==> src/pkg/sarpf_pkg.sv <==
// package with register map, field layout and timing constants of the converter control
package sarpf_pkg;

    // ------------------------------------------------------------
    // register word indices, byte address bits 17:2 (printed offsets are not multiples of four)
    // ------------------------------------------------------------
    localparam logic [15:0] IDX_MODE      = 16'hFF80;  // conv_mode_ctrl index
    localparam logic [15:0] IDX_CHAN      = 16'hFF81;  // input_channel_select index
    localparam logic [15:0] IDX_CMPMODE   = 16'hFF82;  // threshold_compare_mode index
    localparam logic [15:0] IDX_THRESH    = 16'hFF83;  // threshold_value index
    localparam logic [15:0] IDX_RESULT    = 16'hFF84;  // conv_result index
    localparam logic [15:0] IDX_STATUS    = 16'hFF85;  // status index
    localparam int          ADDR_W        = 18;        // byte address width

    // ------------------------------------------------------------
    // field positions and reset values
    // ------------------------------------------------------------
    localparam int          MODE_RUN_BIT  = 7;         // conv_run
    localparam int          MODE_TS_HI    = 5;         // conv_time_sel_2
    localparam int          MODE_TS_LO    = 3;         // conv_time_sel_0
    localparam int          CHAN_HI       = 2;         // chan_sel_2
    localparam int          CMP_EN_BIT    = 7;         // compare_enable
    localparam int          CMP_DIR_BIT   = 6;         // compare_direction
    localparam logic [7:0]  REG_RESET     = 8'h00;     // reset value of every register
    localparam logic [7:0]  SAR_MSB       = 8'h80;     // first trial code
    localparam logic [2:0]  CHAN_MAX      = 3'h4;      // highest legal channel code

    // ------------------------------------------------------------
    // conversion time codes, in main clock cycles
    // ------------------------------------------------------------
    localparam logic [8:0]  CONV_144      = 9'h090;
    localparam logic [8:0]  CONV_120      = 9'h078;
    localparam logic [8:0]  CONV_96       = 9'h060;
    localparam logic [8:0]  CONV_288      = 9'h120;
    localparam logic [8:0]  CONV_240      = 9'h0F0;
    localparam logic [8:0]  CONV_192      = 9'h0C0;
    localparam logic [3:0]  NUM_STEPS     = 4'h8;      // compare steps per conversion
    localparam logic [3:0]  SAMPLE_SHARE  = 4'h4;      // sampling phase = 4 step lengths
    localparam logic [3:0]  PERIOD_DIV    = 4'hC;      // period split into 12 step lengths

    // ------------------------------------------------------------
    // sequencer states
    // ------------------------------------------------------------
    typedef enum logic [1:0] {
        SARPF_IDLE   = 2'b00,
        SARPF_SAMPLE = 2'b01,
        SARPF_STEP   = 2'b10
    } sarpf_state_type;

endpackage : sarpf_pkg

==> src/hw/sarpf_ctrl.sv <==
// successive-approximation converter control with threshold compare, APB slave
//
// Design decision made here: the APB register port.
module sarpf_ctrl (
    // clock and reset
    input  wire logic        sys_clk_i,
    input  wire logic        reset_i,
    // apb slave
    input  wire logic        psel_i,
    input  wire logic        penable_i,
    input  wire logic        pwrite_i,
    input  wire logic [17:0] paddr_i,
    input  wire logic [31:0] pwdata_i,
    input  wire logic [3:0]  pstrb_i,
    output logic             pready_o,
    output logic             pslverr_o,
    output logic [31:0]      prdata_o,
    // analog front end
    input  wire logic        comp_hi_i,     // comparator: input at or above tap (async)
    output logic [2:0]       chan_sel_o,    // analog input multiplexer select
    output logic             sample_o,      // sample-and-hold tracking when high
    output logic [7:0]       tap_code_o,    // resistor-string tap code
    // event
    output logic             conv_done_irq_o // one-cycle conversion-end request
);

    // ------------------------------------------------------------
    // registers
    // ------------------------------------------------------------
    logic [7:0] mode_reg, mode_next;       // conv_mode_ctrl
    logic [7:0] chan_reg, chan_next;       // input_channel_select
    logic [7:0] cmpm_reg, cmpm_next;       // threshold_compare_mode
    logic [7:0] thr_reg,  thr_next;        // threshold_value
    logic [7:0] res_reg,  res_next;        // conv_result
    logic [7:0] sar_reg,  sar_next;        // approx_reg
    logic [7:0] bit_reg,  bit_next;        // one-hot bit under trial
    logic       first_reg, first_next;     // first conversion since run set
    logic       irq_reg,  irq_next;        // interrupt pulse
    logic [31:0] rd_reg,  rd_next;         // read data flop
    sarpf_pkg::sarpf_state_type st_reg, st_next;

    // ------------------------------------------------------------
    // bus decode
    // ------------------------------------------------------------
    logic        acc;          // access phase; always ready in one cycle
    logic        wr;           // write taken this edge
    logic        rd;           // read data latched in the setup cycle
    logic [15:0] idx;          // register index from byte address
    logic        hit;          // address maps to a register
    logic        wr_mode, wr_chan, wr_ctl;
    logic        lane0;        // low byte lane enabled

    assign acc     = psel_i && penable_i;
    assign idx     = paddr_i[17:2];
    assign hit     = (idx >= sarpf_pkg::IDX_MODE) && (idx <= sarpf_pkg::IDX_STATUS)
                     && (paddr_i[1:0] == 2'h0);
    assign wr      = acc && pwrite_i && hit;
    // latching in setup keeps prdata_o a flop yet valid through the access phase
    assign rd      = psel_i && !penable_i && !pwrite_i && hit;
    assign lane0   = pstrb_i[0];
    assign wr_mode = wr && lane0 && (idx == sarpf_pkg::IDX_MODE);
    assign wr_chan = wr && lane0 && (idx == sarpf_pkg::IDX_CHAN);
    assign wr_ctl  = wr_mode || wr_chan;

    // zero wait states; unmapped or result/status writes flag an error
    assign pready_o  = 1'b1;
    assign pslverr_o = acc && (!hit || (pwrite_i && ((idx == sarpf_pkg::IDX_RESULT)
                       || (idx == sarpf_pkg::IDX_STATUS))));
    assign prdata_o  = rd_reg;

    // ------------------------------------------------------------
    // comparator synchroniser
    // ------------------------------------------------------------
    logic cmp_s1_reg, cmp_s2_reg;   // second stage alone feeds logic

    // two flops against the asynchronous comparator output
    always_ff @(posedge sys_clk_i or posedge reset_i) begin
        if (reset_i) begin
            cmp_s1_reg <= 1'b0;
            cmp_s2_reg <= 1'b0;
        end else begin
            cmp_s1_reg <= comp_hi_i;
            cmp_s2_reg <= cmp_s1_reg;
        end
    end

    // ------------------------------------------------------------
    // step timing
    // ------------------------------------------------------------
    logic run;        // conv_run
    logic restart;    // timer reload
    logic tick;       // step end
    logic [3:0] samp_reg, samp_next;   // sampling step count

    assign run     = mode_reg[sarpf_pkg::MODE_RUN_BIT];
    assign restart = wr_ctl || !run || (st_reg == sarpf_pkg::SARPF_IDLE);

    sarpf_step_timer u_timer (
        .sys_clk_i  (sys_clk_i),
        .reset_i    (reset_i),
        .restart_i  (restart),
        .time_sel_i (mode_reg[sarpf_pkg::MODE_TS_HI:sarpf_pkg::MODE_TS_LO]),
        .tick_o     (tick)
    );

    // ------------------------------------------------------------
    // sequencer and result
    // ------------------------------------------------------------
    logic cmp_hold;   // selected relation holds for the new code
    logic [7:0] code; // code once last bit resolved

    // last bit kept or cleared on the final comparator decision
    assign code = cmp_s2_reg ? sar_reg : (sar_reg & ~bit_reg);
    // threshold read live, so a write counts from the next compare
    assign cmp_hold = cmpm_reg[sarpf_pkg::CMP_DIR_BIT] ? (code < thr_reg)
                                                         : (code >= thr_reg);

    // next values of the conversion state
    always_comb begin
        st_next    = st_reg;
        sar_next   = sar_reg;
        bit_next   = bit_reg;
        samp_next  = samp_reg;
        first_next = first_reg;
        res_next   = res_reg;
        irq_next   = 1'b0;
        if (wr_ctl || !run) begin
            // abort; a run restart begins from sampling
            st_next   = run ? sarpf_pkg::SARPF_SAMPLE : sarpf_pkg::SARPF_IDLE;
            samp_next = 4'h0;
            if (wr_mode && pwdata_i[sarpf_pkg::MODE_RUN_BIT] && !run) begin
                first_next = 1'b1;
            end
            if (wr_ctl) begin
                st_next = sarpf_pkg::SARPF_IDLE;                     // reload next
            end
        end else begin
            case (st_reg)
                sarpf_pkg::SARPF_IDLE: begin
                    st_next   = sarpf_pkg::SARPF_SAMPLE;
                    samp_next = 4'h0;
                end
                sarpf_pkg::SARPF_SAMPLE: begin
                    if (tick) begin
                        samp_next = samp_reg + 4'h1;
                        if (samp_reg == sarpf_pkg::SAMPLE_SHARE - 4'h1) begin
                            st_next  = sarpf_pkg::SARPF_STEP;
                            sar_next = sarpf_pkg::SAR_MSB;
                            bit_next = sarpf_pkg::SAR_MSB;
                        end
                    end
                end
                sarpf_pkg::SARPF_STEP: begin
                    if (tick) begin
                        if (bit_reg[0]) begin
                            // result loaded; read took old value
                            res_next   = code;
                            irq_next   = !cmpm_reg[sarpf_pkg::CMP_EN_BIT]
                                         || (cmp_hold && !first_reg);
                            first_next = 1'b0;
                            st_next    = sarpf_pkg::SARPF_SAMPLE;
                            samp_next  = 4'h0;
                        end else begin
                            // one decision per step, then trial of next bit
                            sar_next = code | (bit_reg >> 1);
                            bit_next = bit_reg >> 1;
                        end
                    end
                end
                default: st_next = sarpf_pkg::SARPF_IDLE;
            endcase
        end
    end

    // ------------------------------------------------------------
    // register file next values
    // ------------------------------------------------------------
    always_comb begin
        mode_next = mode_reg;
        chan_next = chan_reg;
        cmpm_next = cmpm_reg;
        thr_next  = thr_reg;
        rd_next   = rd_reg;
        if (wr && lane0) begin
            case (idx)
                sarpf_pkg::IDX_MODE:    mode_next = pwdata_i[7:0];
                sarpf_pkg::IDX_CHAN:    chan_next = pwdata_i[7:0];
                sarpf_pkg::IDX_CMPMODE: cmpm_next = pwdata_i[7:0];
                sarpf_pkg::IDX_THRESH:  thr_next  = pwdata_i[7:0];
                default:                thr_next  = thr_reg;  // result is read-only
            endcase
        end
        if (rd) begin
            // sampled from the old result, so a coincident update follows it
            case (idx)
                sarpf_pkg::IDX_MODE:    rd_next = {24'h000000, mode_reg};
                sarpf_pkg::IDX_CHAN:    rd_next = {24'h000000, chan_reg};
                sarpf_pkg::IDX_CMPMODE: rd_next = {24'h000000, cmpm_reg};
                sarpf_pkg::IDX_THRESH:  rd_next = {24'h000000, thr_reg};
                sarpf_pkg::IDX_RESULT:  rd_next = {24'h000000, res_reg};
                sarpf_pkg::IDX_STATUS:  rd_next = {22'h0, st_reg, sar_reg};
                default:                rd_next = 32'h00000000;
            endcase
        end
    end

    // ------------------------------------------------------------
    // flops
    // ------------------------------------------------------------
    always_ff @(posedge sys_clk_i or posedge reset_i) begin
        if (reset_i) begin
            mode_reg  <= sarpf_pkg::REG_RESET;
            chan_reg  <= sarpf_pkg::REG_RESET;
            cmpm_reg  <= sarpf_pkg::REG_RESET;
            thr_reg   <= sarpf_pkg::REG_RESET;
            res_reg   <= sarpf_pkg::REG_RESET;
            sar_reg   <= sarpf_pkg::REG_RESET;
            bit_reg   <= sarpf_pkg::REG_RESET;
            first_reg <= 1'b0;
            irq_reg   <= 1'b0;
            samp_reg  <= 4'h0;
            rd_reg    <= 32'h00000000;
            st_reg    <= sarpf_pkg::SARPF_IDLE;
        end else begin
            mode_reg  <= mode_next;
            chan_reg  <= chan_next;
            cmpm_reg  <= cmpm_next;
            thr_reg   <= thr_next;
            res_reg   <= res_next;
            sar_reg   <= sar_next;
            bit_reg   <= bit_next;
            first_reg <= first_next;
            irq_reg   <= irq_next;
            samp_reg  <= samp_next;
            rd_reg    <= rd_next;
            st_reg    <= st_next;
        end
    end

    // ------------------------------------------------------------
    // outputs to the analog side and the interrupt request
    // ------------------------------------------------------------
    // prohibited channel codes are clamped to the top input
    assign chan_sel_o = (chan_reg[sarpf_pkg::CHAN_HI:0] > sarpf_pkg::CHAN_MAX)
                        ? sarpf_pkg::CHAN_MAX : chan_reg[sarpf_pkg::CHAN_HI:0];
    assign sample_o        = (st_reg == sarpf_pkg::SARPF_SAMPLE);
    assign tap_code_o      = sar_reg;
    assign conv_done_irq_o = irq_reg;

endmodule // sarpf_ctrl

==> src/hw/sarpf_step_timer.sv <==
// step timer: turns a conversion-time code into a per-step tick
module sarpf_step_timer (
    // clock and reset
    input  wire logic       sys_clk_i,
    input  wire logic       reset_i,
    // control
    input  wire logic       restart_i,    // reload the count from zero
    input  wire logic [2:0] time_sel_i,   // conversion-time code
    // tick out
    output logic            tick_o        // one-cycle pulse at end of each step
);

    // ------------------------------------------------------------
    // step length from the period code
    // ------------------------------------------------------------
    logic [8:0] period;      // whole conversion length in cycles
    logic [5:0] step_len;    // one twelfth of the period
    logic [5:0] cnt_reg;     // cycles counted in the current step
    logic [5:0] cnt_next;

    // period lookup; prohibited codes fall back to the longest period
    always_comb begin
        case (time_sel_i)
            3'h0:    period = sarpf_pkg::CONV_144;
            3'h1:    period = sarpf_pkg::CONV_120;
            3'h2:    period = sarpf_pkg::CONV_96;
            3'h4:    period = sarpf_pkg::CONV_288;
            3'h5:    period = sarpf_pkg::CONV_240;
            3'h6:    period = sarpf_pkg::CONV_192;
            default: period = sarpf_pkg::CONV_288;
        endcase
    end

    // every legal period divides evenly by twelve, so sample + 8 steps sum exactly
    assign step_len = 6'(period / 9'(sarpf_pkg::PERIOD_DIV));

    // ------------------------------------------------------------
    // counter
    // ------------------------------------------------------------
    // next count: wraps at the step length
    always_comb begin
        if (restart_i || tick_o) begin
            cnt_next = 6'h00;
        end else begin
            cnt_next = cnt_reg + 6'h01;
        end
    end

    // register the count
    always_ff @(posedge sys_clk_i or posedge reset_i) begin
        if (reset_i) begin
            cnt_reg <= 6'h00;
        end else begin
            cnt_reg <= cnt_next;
        end
    end

    assign tick_o = !restart_i && (cnt_reg == step_len - 6'h01);

endmodule // sarpf_step_timer

==> config.mk <==
export PLATFORM = sky130hd
export DESIGN_NAME = sarpf_ctrl
export DESIGN_NICKNAME = d
export VERILOG_FILES = /design/src/pkg/sarpf_pkg.sv /design/src/hw/sarpf_ctrl.sv /design/src/hw/sarpf_step_timer.sv
export SDC_FILE = /design/constraint.sdc
export NUM_CORES = 1
export LEC_CHECK = 0
export ABC_AREA = 1
export BUFFER_PORTS_ARGS = -buffer_cell sky130_fd_sc_hd__buf_2
export CAP_MARGIN = 20
export CORE_AREA = 2 2 121 123
export DETAILED_ROUTE_END_ITERATION = 12
export DIE_AREA = 0 0 123 125
export GPL_TIMING_DRIVEN = 0
export PLACE_DENSITY = 0.52
export SYNTH_ARGS = -nofsm -noshare
export SYNTH_HDL_FRONTEND = slang
export SYNTH_HIERARCHICAL = 1
export SYNTH_SLANG_ARGS = --single-unit
export TNS_END_PERCENT = 30
==> constraint.sdc <==
create_clock -name sys_clk_i -period 6.16 [get_ports sys_clk_i]
set_clock_uncertainty 0.1 [all_clocks]
set_input_delay 1.232 -clock sys_clk_i [delete_from_list [all_inputs] [get_ports sys_clk_i]]
set_output_delay 1.232 -clock sys_clk_i [all_outputs]
set_load 0.005 [all_outputs]
==> results of run 1 <==
power groups by stage:
stage	Combinational [mW]	Clock, mW	Sequential, mW
after CTS	0.0587	0.491	0.540
after floorplan	0.0347	0	0.549
after detailed placement	0.0585	0	0.549
final	0.0586	0.483	0.540
after global routing	0.0667	0.520	0.539
after global placement	0.0556	0	0.550
final cells by class:
class,count,area (µm²),share of cell area
multi-input combinational,422,2260,0.394
sequential,82,2050,0.358
inverter,103,389,0.0678
timing repair buffer,57,308,0.0536
clock buffer,11,243,0.0423
buffer,33,241,0.0421
tap,184,230,0.0401
clock inverter,3,17.5,0.00305
stage by stage:
stage | cell area [µm²] | util
3_3_place_gp | 5450 | 0.384
4_1_cts | 5740 | 0.404
5_1_grt | 5740 | 0.404
2_1_floorplan | 4940 | -
6_report | 5740 | 0.404
3_5_place_dp | 5480 | 0.386
layer usage:
layer	vias up	wire, µm
met5	-	0
met2	108	5560
met1	1961	5790
li1	2121	-
met3	10	625
met4	0	134
Yosys cell counts (4+ instances only):
cell type and n:
nand3_1 28, o22ai_1 18, or2_2 5, nand3_2 5
nor2_2 7, a21oi_1 22, ha_1 16, buf_2 4
o21ai_1 13, nand2_2 7, xor2_1 5, nand4_1 11
dfrtp_1 82, nor3_1 4, o21ai_0 47, nand2_1 145
buf_4 23, inv_1 100, nor2_1 39
cells by family (layout without fill, tap and decap cells):
kind of cell               after synthesis  in the layout
other                                    2             23
AOI/OAI and AO/OA                      111            111
DFF                                     82             82
muxes                                    1              1
buffers and inverters                  136            207
xor gates and xnor gates                 7              7
adders and majority gates               16             16
and+or+nand+nor                        264            264
final timing paths:
| check | endpoint | start | cells past startpoint |
|---|---|---|---|
| min | cmp_s2_reg | cmp_s1_reg | 0 |
| max reg2reg | tap_code_o[7] | mode_reg[5] | 22 |
| max | pslverr_o | paddr_i[17] | 11 |
| min reg2reg | cmp_s2_reg | cmp_s1_reg | 0 |
| min in group asynchronous | prdata_o[9] | reset_i | 2 |
| max in group asynchronous | bit_reg[1] | reset_i | 3 |
==> results.json, run 1 <==
{
  "vias_per_cell": 4.69,
  "clk_path_buf_depth": 2,
  "layout.nets": 784,
  "endpoint_kind": "output pin",
  "gp_congestion": 0.882,
  "synth.distinct_cells": 39,
  "worst-path-buf-inv": 4,
  "syn2layout_area_growth_pct": 18.1,
  "worst_path_largest_cell_delay_ps": 290,
  "cts.sinks": 82,
  "muxShareOfSynthArea": 0.00232,
  "route.detailed.drc": 0,
  "clock_latency_ps": 340,
  "slowest_stage": "nand3_1",
  "wl_per_cell_um": 13.5,
  "root_buffer": "clkbuf_16",
  "netlist_instances": 619,
  "cpLargestDelayFamily": "simple AND/OR/NAND/NOR gates",
  "die_x_um": 123,
  "cts_tree": "yes",
  "path_class": "in -> out",
  "grt_util_met3": 0.0283,
  "synth_flop_cell": "dfrtp_1",
  "layout.cells.non_filler": 895,
  "synth_seq_area_share": 0.422,
  "grt_util_all_layers": 0.162,
  "p_clk_frac": 0.447,
  "dp_hpwl_mm": 9.38,
  "crit_required_ps": 4830,
  "yosys_register_bits": 82,
  "p_comb_frac": 0.054,
  "io_pins": 107,
  "crit_chain": "buf_2 > nand2_1 > nor2_2 > nand2_2 > inv_1 > buf_2 > nand3_1 > nand2_1 > a21oi_1 > nor2_1 > buf_2",
  "tns_ps": 0,
  "netlist_area_mm2": 0.00486,
  "fill_cells": 1466,
  "period_share": 0.659,
  "power.switching_mw": 0.241,
  "cp-start-kind": "input port",
  "post-route-worst-setup-slack_ps": 2100,
  "cts_resized": 0,
  "finalSetupViolCount": 0,
  "hold_slack_ps": 246,
  "pwr-share-seq": 0.499,
  "synth_top_family_by_area": "simple AND/OR/NAND/NOR gates",
  "cts_max_level": 3,
  "cp.arrival_ps": 2730,
  "initial_core_util": 0.342,
  "synth_adder_area_share": 0.0412,
  "cts_setup_buffers": 0,
  "core_mm2": 0.0142,
  "status": "finished clean",
  "dr.pass1.iters": 8,
  "swShare": 0.223,
  "drtAntennaViolNets": 0,
  "grt_pass1_vias": 3984,
  "use_met1": 0.229,
  "die_y_um": 125,
  "synth-xor-area-share": 0.0126,
  "yosys.area_share.simple": 0.264,
  "grt-ovfl-total": 0,
  "async_reset_ff_frac": 1.00,
  "rows": 44,
  "clk_pin_slew_ps": 60,
  "finalPower_mw": 1.08,
  "crit_path_max_fanout": 10,
  "drtIter0Drc": 285,
  "largest_reg_flops": 10,
  "final_cell_mix": "nand2_1 (145), inv_1 (99), dfrtp_1 (82)",
  "drive_gt1_frac": 0.201,
  "synth_compound_area_frac": 0.126,
  "worst_pin_slew_ps": 524,
  "ctsHoldBuffers": 0,
  "hold_path_class": "reg -> reg",
  "cts_made_buffers": 9,
  "grt_pass1_wl_mm": 19.6,
  "max_slew_margin": 0.649,
  "cap_violations": 0,
  "fin_crit_ps": 4060,
  "syn_area_per_cell_um2": 7.85,
  "met2_usage": 0.255,
  "antenna_cells": 0,
  "final_common_cell": "nand2_1",
  "synth-edff-count": 0,
  "power_leakage_nw": 2.98,
  "yosys_warnings": 6,
  "grt_max_degree": 69,
  "antenna_found_initial": 0,
  "synth_area_leader_cell": "dfrtp_1",
  "dieArea_mm2": 0.0154,
  "ir_worst_vdd_mv": 0.0941,
  "r2r_slack_ps": 2190,
  "intPower_mw": 0.840,
  "wl_mm": 12.1,
  "crit_path_frequent_cell": "buf_2",
  "powerDensity_mw_per_mm2": 188,
  "fmax_ghz": 0.246,
  "io_buffers": 56,
  "grt_busiest_layer": "met2",
  "dr_total_vias": 4200,
  "slew_viol_final": 0,
  "rsz0062_at_grt": "false",
  "finalHoldViolCount": 0,
  "synth_top_cell_area_share": 0.422,
  "dp_worst_setup_slack_ps": 1800,
  "synthTopCellsByArea": "dfrtp_1 (42%), nand2_1 (11%), inv_1 (7.7%)",
  "dp.cells": 881
}
Note: power is estimated with default switching activity, not from simulation.
==> run 2, diff against run 1 <==
PLACE_DENSITY = 0.54   (was 0.52)
clock period = 3.6 ns   (was 6.16 ns; I/O delays follow)
==> run 2 against run 1 <==
Net effect: flip-flop and latch count unchanged; cell area up 1.6%; critical endpoint is now tap_code_o[7]; sequential share of layout area down 0.51 points; non-clock buffer count up 5; critical path type is now reg -> reg.
==> results.json, run 2 (same netlist as run 1, synthesis figures left out) <==
{
  "reg2reg_to": "tap_code_o[7]",
  "dp_hpwl_mm": 9.36,
  "cap_violations": 0,
  "dieArea_mm2": 0.0154,
  "post-route-worst-setup-slack_ps": 205,
  "route.detailed.drc": 0,
  "grt_max_degree": 69,
  "antenna_found_initial": 0,
  "tns_ps": 0,
  "ir_worst_vdd_mv": 0.242,
  "dr.pass1.iters": 5,
  "worst_pin_slew_ps": 515,
  "r2r_slack_ps": 210,
  "io_pins": 107,
  "grt_pass1_vias": 3965,
  "ctsHoldBuffers": 0,
  "wl_mm": 12.4,
  "cts_tree": "yes",
  "core_mm2": 0.0142,
  "r2r-start": "mode_reg[3]",
  "crit_path_max_fanout": 9,
  "slew_viol_final": 0,
  "hold_slack_ps": 195,
  "syn2layout_area_growth_pct": 20.0,
  "path_class": "reg -> reg",
  "clk_path_buf_depth": 2,
  "fin_crit_ps": 3390,
  "cp.arrival_ps": 3560,
  "die_x_um": 123,
  "cts.sinks": 82,
  "endpoint_kind": "register",
  "final_cell_mix": "nand2_1 (145), inv_1 (99), dfrtp_1 (79)",
  "fmax_ghz": 0.295,
  "cp-endpoint": "tap_code_o[7]",
  "die_y_um": 125,
  "dp_worst_setup_slack_ps": -402,
  "gp_congestion": 0.885,
  "largest_reg_flops": 10,
  "cts_max_level": 3,
  "root_buffer": "clkbuf_16",
  "grt_util_all_layers": 0.164,
  "io_buffers": 56,
  "status": "finished clean",
  "rows": 44,
  "max_slew_margin": 0.657,
  "finalSetupViolCount": 0,
  "period_share": 0.943,
  "initial_core_util": 0.342,
  "grt_pass1_wl_mm": 19.9,
  "power_leakage_nw": 3.01,
  "drtIter0Drc": 288,
  "fin_util": 0.411,
  "grt-ovfl-total": 0,
  "finalHoldViolCount": 0,
  "finalPower_mw": 1.85,
  "layout.nets": 789,
  "antenna_cells": 0,
  "dr_total_vias": 4228,
  "drtAntennaViolNets": 0,
  "wl_per_cell_um": 13.7,
  "crit_required_ps": 3770,
  "hold_path_class": "in -> async",
  "cp-start-kind": "register",
  "cts_made_buffers": 9,
  "vias_per_cell": 4.69,
  "drive_gt1_frac": 0.217,
  "fill_cells": 1455,
  "final_common_cell": "nand2_1",
  "clk_pin_slew_ps": 60,
  "clock_latency_ps": 340,
  "reg2regPathDepth": 22,
  "critPathLaunch": "mode_reg[3]",
  "powerDensity_mw_per_mm2": 317
}
-- run 2: cell types whose count changed in the layout (fill, tap and decap cells not counted), moves of 2 or more --
| cell | before | now |
|---|---|---|
| clkinv_2 | 2 | 5 |
| buf_4 | 23 | 27 |
| dfrtp_1 | 82 | 79 |
| nor2_4 | 0 | 3 |
| dfrtp_2 | 0 | 3 |
| nor2_1 | 39 | 37 |
-- run 2: stage by stage --
stage               cell area (µm²)  std cells
floorplan                      4940        640
global placement               5450        880
detailed placement             5480        881
CTS                            5770        898
global route                   5830        902
finish                         5830        902
-- run 2: power by group --
group          internal [mW]  leakage [nW]  switching (mW)
Combinational         0.0387          1.83          0.0613
Sequential             0.923          1.05        0.000489
Clock                  0.462         0.136           0.366
-- run 2: final cells by class --
type	instances	area [µm²]	area share
multi-input combinational	422	2300	0.394
buffer	33	241	0.0414
sequential	82	2060	0.352
timing repair buffer	62	358	0.0613
inverter	103	389	0.0667
tap	184	230	0.0395
clock inverter	6	33.8	0.00579
clock buffer	10	229	0.0393
-- run 2: how the worst min path moves through the flow --
stage | depth (start not counted) | from | slack [ps] | endpoint
finish | 2 | reset_i | 190 | prdata_o[8]
global route | 2 | reset_i | 190 | prdata_o[8]
CTS | 2 | reset_i | 190 | prdata_o[8]
detailed placement | 0 | cmp_s1_reg | 240 | cmp_s2_reg
global placement | 0 | cmp_s1_reg | 230 | cmp_s2_reg
floorplan | 0 | cmp_s1_reg | 230 | cmp_s2_reg
-- run 2: critical path: stages (launching register included) --
cell,delay [ps]
dfrtp_2,470
nand2_2,140
inv_1,50
ha_1,260
inv_1,30
nand2_1,90
nand3_2,80
ha_1,290
nand2_1,60
nand2_1,50
nor2_1,120
nand3_1,100
nor2_2,160
nand3_4,130
nor2_4,130
inv_1,70
o21ai_2,190
inv_1,110
nor2_4,130
nor3b_4,250
buf_12,150
nand2_1,90
nand3_1,90
-- run 2: what timing repair did --
action	in CTS	in global routing
setup buffers	1	4
endpoints found under the setup margin	16	16
resized for setup	4	8
pin swaps	0	0
-- run 2: metal layers --
metal / up-vias / track usage / wire, µm
met2: 107 / 0.252 / 5620
li1: 2132 / - / -
met1: 1975 / 0.232 / 5910
met5: - / 0 / 0
met4: 0 / 0.0461 / 171
met3: 14 / 0.0351 / 650
==> run 3, diff against run 2 <==
ABC_AREA = default   (was 1)
CORE_AREA = 2 2 117 119   (was 2 2 121 123)
DIE_AREA = 0 0 119 121   (was 0 0 123 125)
PLACE_DENSITY = 0.55   (was 0.54)
==> run 3 against run 2 <==
Net effect: global-route usage decreased by 0.59 points; final cell count down 23%; hold slack improved by 13 ps; total power is 4.1% higher; routed wire length is 13% lower; largest cell class unchanged; clock power up 9.9%; largest power group unchanged; cell area down 2.1%; flip-flop and latch count unchanged; synthesized area decreased by 6.8%; fmax fell by 5.6%; combinational power shrank 6%.
==> results.json, run 3 <==
{
  "slowest_stage": "dfrtp_2",
  "worst_path_largest_cell_delay_ps": 450,
  "fin_util": 0.436,
  "grt_pass1_wl_mm": 17.8,
  "powerDensity_mw_per_mm2": 338,
  "dieArea_mm2": 0.0144,
  "synth_top_cell_area_share": 0.453,
  "initial_core_util": 0.346,
  "grt-ovfl-total": 0,
  "die_x_um": 119,
  "syn2layout_area_growth_pct": 26.0,
  "wl_mm": 10.8,
  "ir_worst_vdd_mv": 0.167,
  "drtAntennaViolNets": 0,
  "period_share": 0.999,
  "pwr-share-seq": 0.479,
  "fin_crit_ps": 3600,
  "die_y_um": 121,
  "crit_path_max_fanout": 5,
  "worst_pin_slew_ps": 742,
  "rsz0062_at_grt": "true",
  "netlist_area_mm2": 0.00453,
  "swShare": 0.215,
  "ys_top_cells_by_count": "dfrtp_1 (82), mux2_2 (39), nor2_1 (38), buf_4 (23), a21oi_1 (20)",
  "hold_slack_ps": 208,
  "finalHoldViolCount": 0,
  "synth_flop_cell": "dfrtp_1",
  "slew_viol_final": 0,
  "vias_per_cell": 4.99,
  "cts_tree": "yes",
  "dp_hpwl_mm": 8.04,
  "clk_path_buf_depth": 2,
  "final_cell_mix": "dfrtp_1 (79), buf_2 (57), mux2_2 (39)",
  "grt_max_degree": 64,
  "ctsHoldBuffers": 0,
  "final_common_cell": "dfrtp_1",
  "drtIter0Drc": 117,
  "largest_reg_flops": 10,
  "clock_latency_ps": 330,
  "io_buffers": 54,
  "endpoint_kind": "register",
  "synth_seq_area_share": 0.453,
  "crit_path_frequent_cell": "ha_4",
  "crit_required_ps": 3720,
  "cap_violations": 0,
  "root_buffer": "clkbuf_16",
  "crit_chain": "nor3b_4 > ha_4 > o21ai_4 > ha_4 > xnor2_2 > a221oi_2 > a311o_1 > a211oi_4 > nor2b_4 > nor4bb_4 > o2111ai_4 > a21oi_4 > nand2_2 > a211o_1",
  "power.switching_mw": 0.414,
  "synth-edff-count": 0,
  "fill_cells": 1232,
  "max_slew_margin": 0.499,
  "netlist_instances": 410,
  "fmax_ghz": 0.278,
  "yosys_warnings": 6,
  "yosys_register_bits": 82,
  "path_class": "reg -> reg",
  "clk_pin_slew_ps": 60,
  "layout.nets": 587,
  "wl_per_cell_um": 15.6,
  "grt_pass1_vias": 3446,
  "async_reset_ff_frac": 1.00,
  "gp_congestion": 0.897,
  "cpLargestDelayFamily": "compound AO/OA/AOI/OAI gates",
  "cts.sinks": 82,
  "p_comb_frac": 0.049,
  "power_leakage_nw": 2.70,
  "intPower_mw": 1.51,
  "dp_worst_setup_slack_ps": -475,
  "synth.distinct_cells": 60,
  "rows": 42,
  "cp-start-kind": "register",
  "yosysMostFrequentCell": "dfrtp_1",
  "synth_area_leader_cell": "dfrtp_1",
  "cts_made_buffers": 9,
  "core_mm2": 0.0131,
  "hold_path_class": "in -> async",
  "antenna_found_initial": 0,
  "grt_util_all_layers": 0.158,
  "drive_gt1_frac": 0.371,
  "dr.pass1.iters": 4,
  "antenna_cells": 0,
  "io_pins": 107,
  "dr_total_vias": 3447,
  "syn_area_per_cell_um2": 11.0,
  "cts_max_level": 3,
  "status": "finished clean",
  "post-route-worst-setup-slack_ps": 3.54,
  "worst-path-buf-inv": 0,
  "finalSetupViolCount": 0,
  "p_clk_frac": 0.472,
  "synthTopCellsByArea": "dfrtp_1 (45%), mux2_2 (9.7%), ha_1 (4.4%)",
  "cp.arrival_ps": 3720,
  "route.detailed.drc": 0
}
-- run 3: per-layer routing --
layer  global-route usage  wire [µm]  vias to the layer above
met1                0.205       4980                     1672
met5                    0          0                        -
met3               0.0254        398                       15
met2                0.266       5190                       85
met4               0.0595        212                        0
li1                     -          -                     1675
-- run 3: cell families (layout without fill, tap and decap cells) --
group / after synthesis / count (layout) / share of synthesized area
flip-flops: 82 / 82 / 0.453
XOR/XNOR: 8 / 8 / 0.0155
buffers and inverters: 56 / 140 / 0.0663
AO/OA/AOI/OAI: 75 / 75 / 0.119
AND/OR/NAND/NOR: 121 / 121 / 0.157
other: 2 / 23 / 0.00166
multiplexers: 50 / 50 / 0.143
adder cells (fa/ha/maj): 16 / 16 / 0.0442
-- run 3: per-stage QoR --
step,cell area (µm²),setup TNS (ps),power [mW],std cells
finish,5710,0,1.93,691
floorplan,4680,-56.2,0.997,431
CTS,5630,0,1.95,689
detailed placement,5220,-7680,1.04,663
global route,5710,-2330,2.00,691
global placement,5170,-20280,1.03,661
-- run 3: final timing paths --
check / depth (start not counted) / slack (ps) / to / start
worst max-delay path: 14 / 4 / tap_code_o[7] / mode_reg[4]
worst min-delay path: 2 / 210 / samp_reg[1] / reset_i
worst max register to register: 14 / 4 / tap_code_o[7] / mode_reg[4]
worst min register to register: 0 / 260 / cmp_s2_reg / cmp_s1_reg
max in group asynchronous: 3 / 2610 / cmpm_reg[0] / reset_i
min in group sys_clk_i: 0 / 260 / cmp_s2_reg / cmp_s1_reg
-- run 3: layout make-up --
class / count / area (µm²) / area share
clock buffer: 10 / 239 / 0.0419
tap: 176 / 220 / 0.0386
multi-input combinational: 293 / 2430 / 0.425
sequential: 82 / 2060 / 0.360
inverter: 20 / 77.6 / 0.0136
timing repair buffer: 69 / 407 / 0.0712
buffer: 36 / 225 / 0.0395
clock inverter: 5 / 55.1 / 0.00964
-- run 3: power groups by stage --
stage          logic, mW  clock network [mW]  registers [mW]
2_1_floorplan     0.0571                   0           0.940
3_3_place_gp      0.0886                   0           0.940
3_5_place_dp      0.0951                   0           0.940
4_1_cts           0.0955               0.935           0.923
5_1_grt            0.107               0.968           0.923
6_report          0.0939               0.910           0.923
-- run 3: timing repair --
| action | in CTS | in global routing |
|---|---|---|
| resized for setup | 8 | 11 |
| setup endpoints to repair | 24 | 24 |
| pin swaps | 4 | 15 |
| buffers inserted | 11 | 2 |
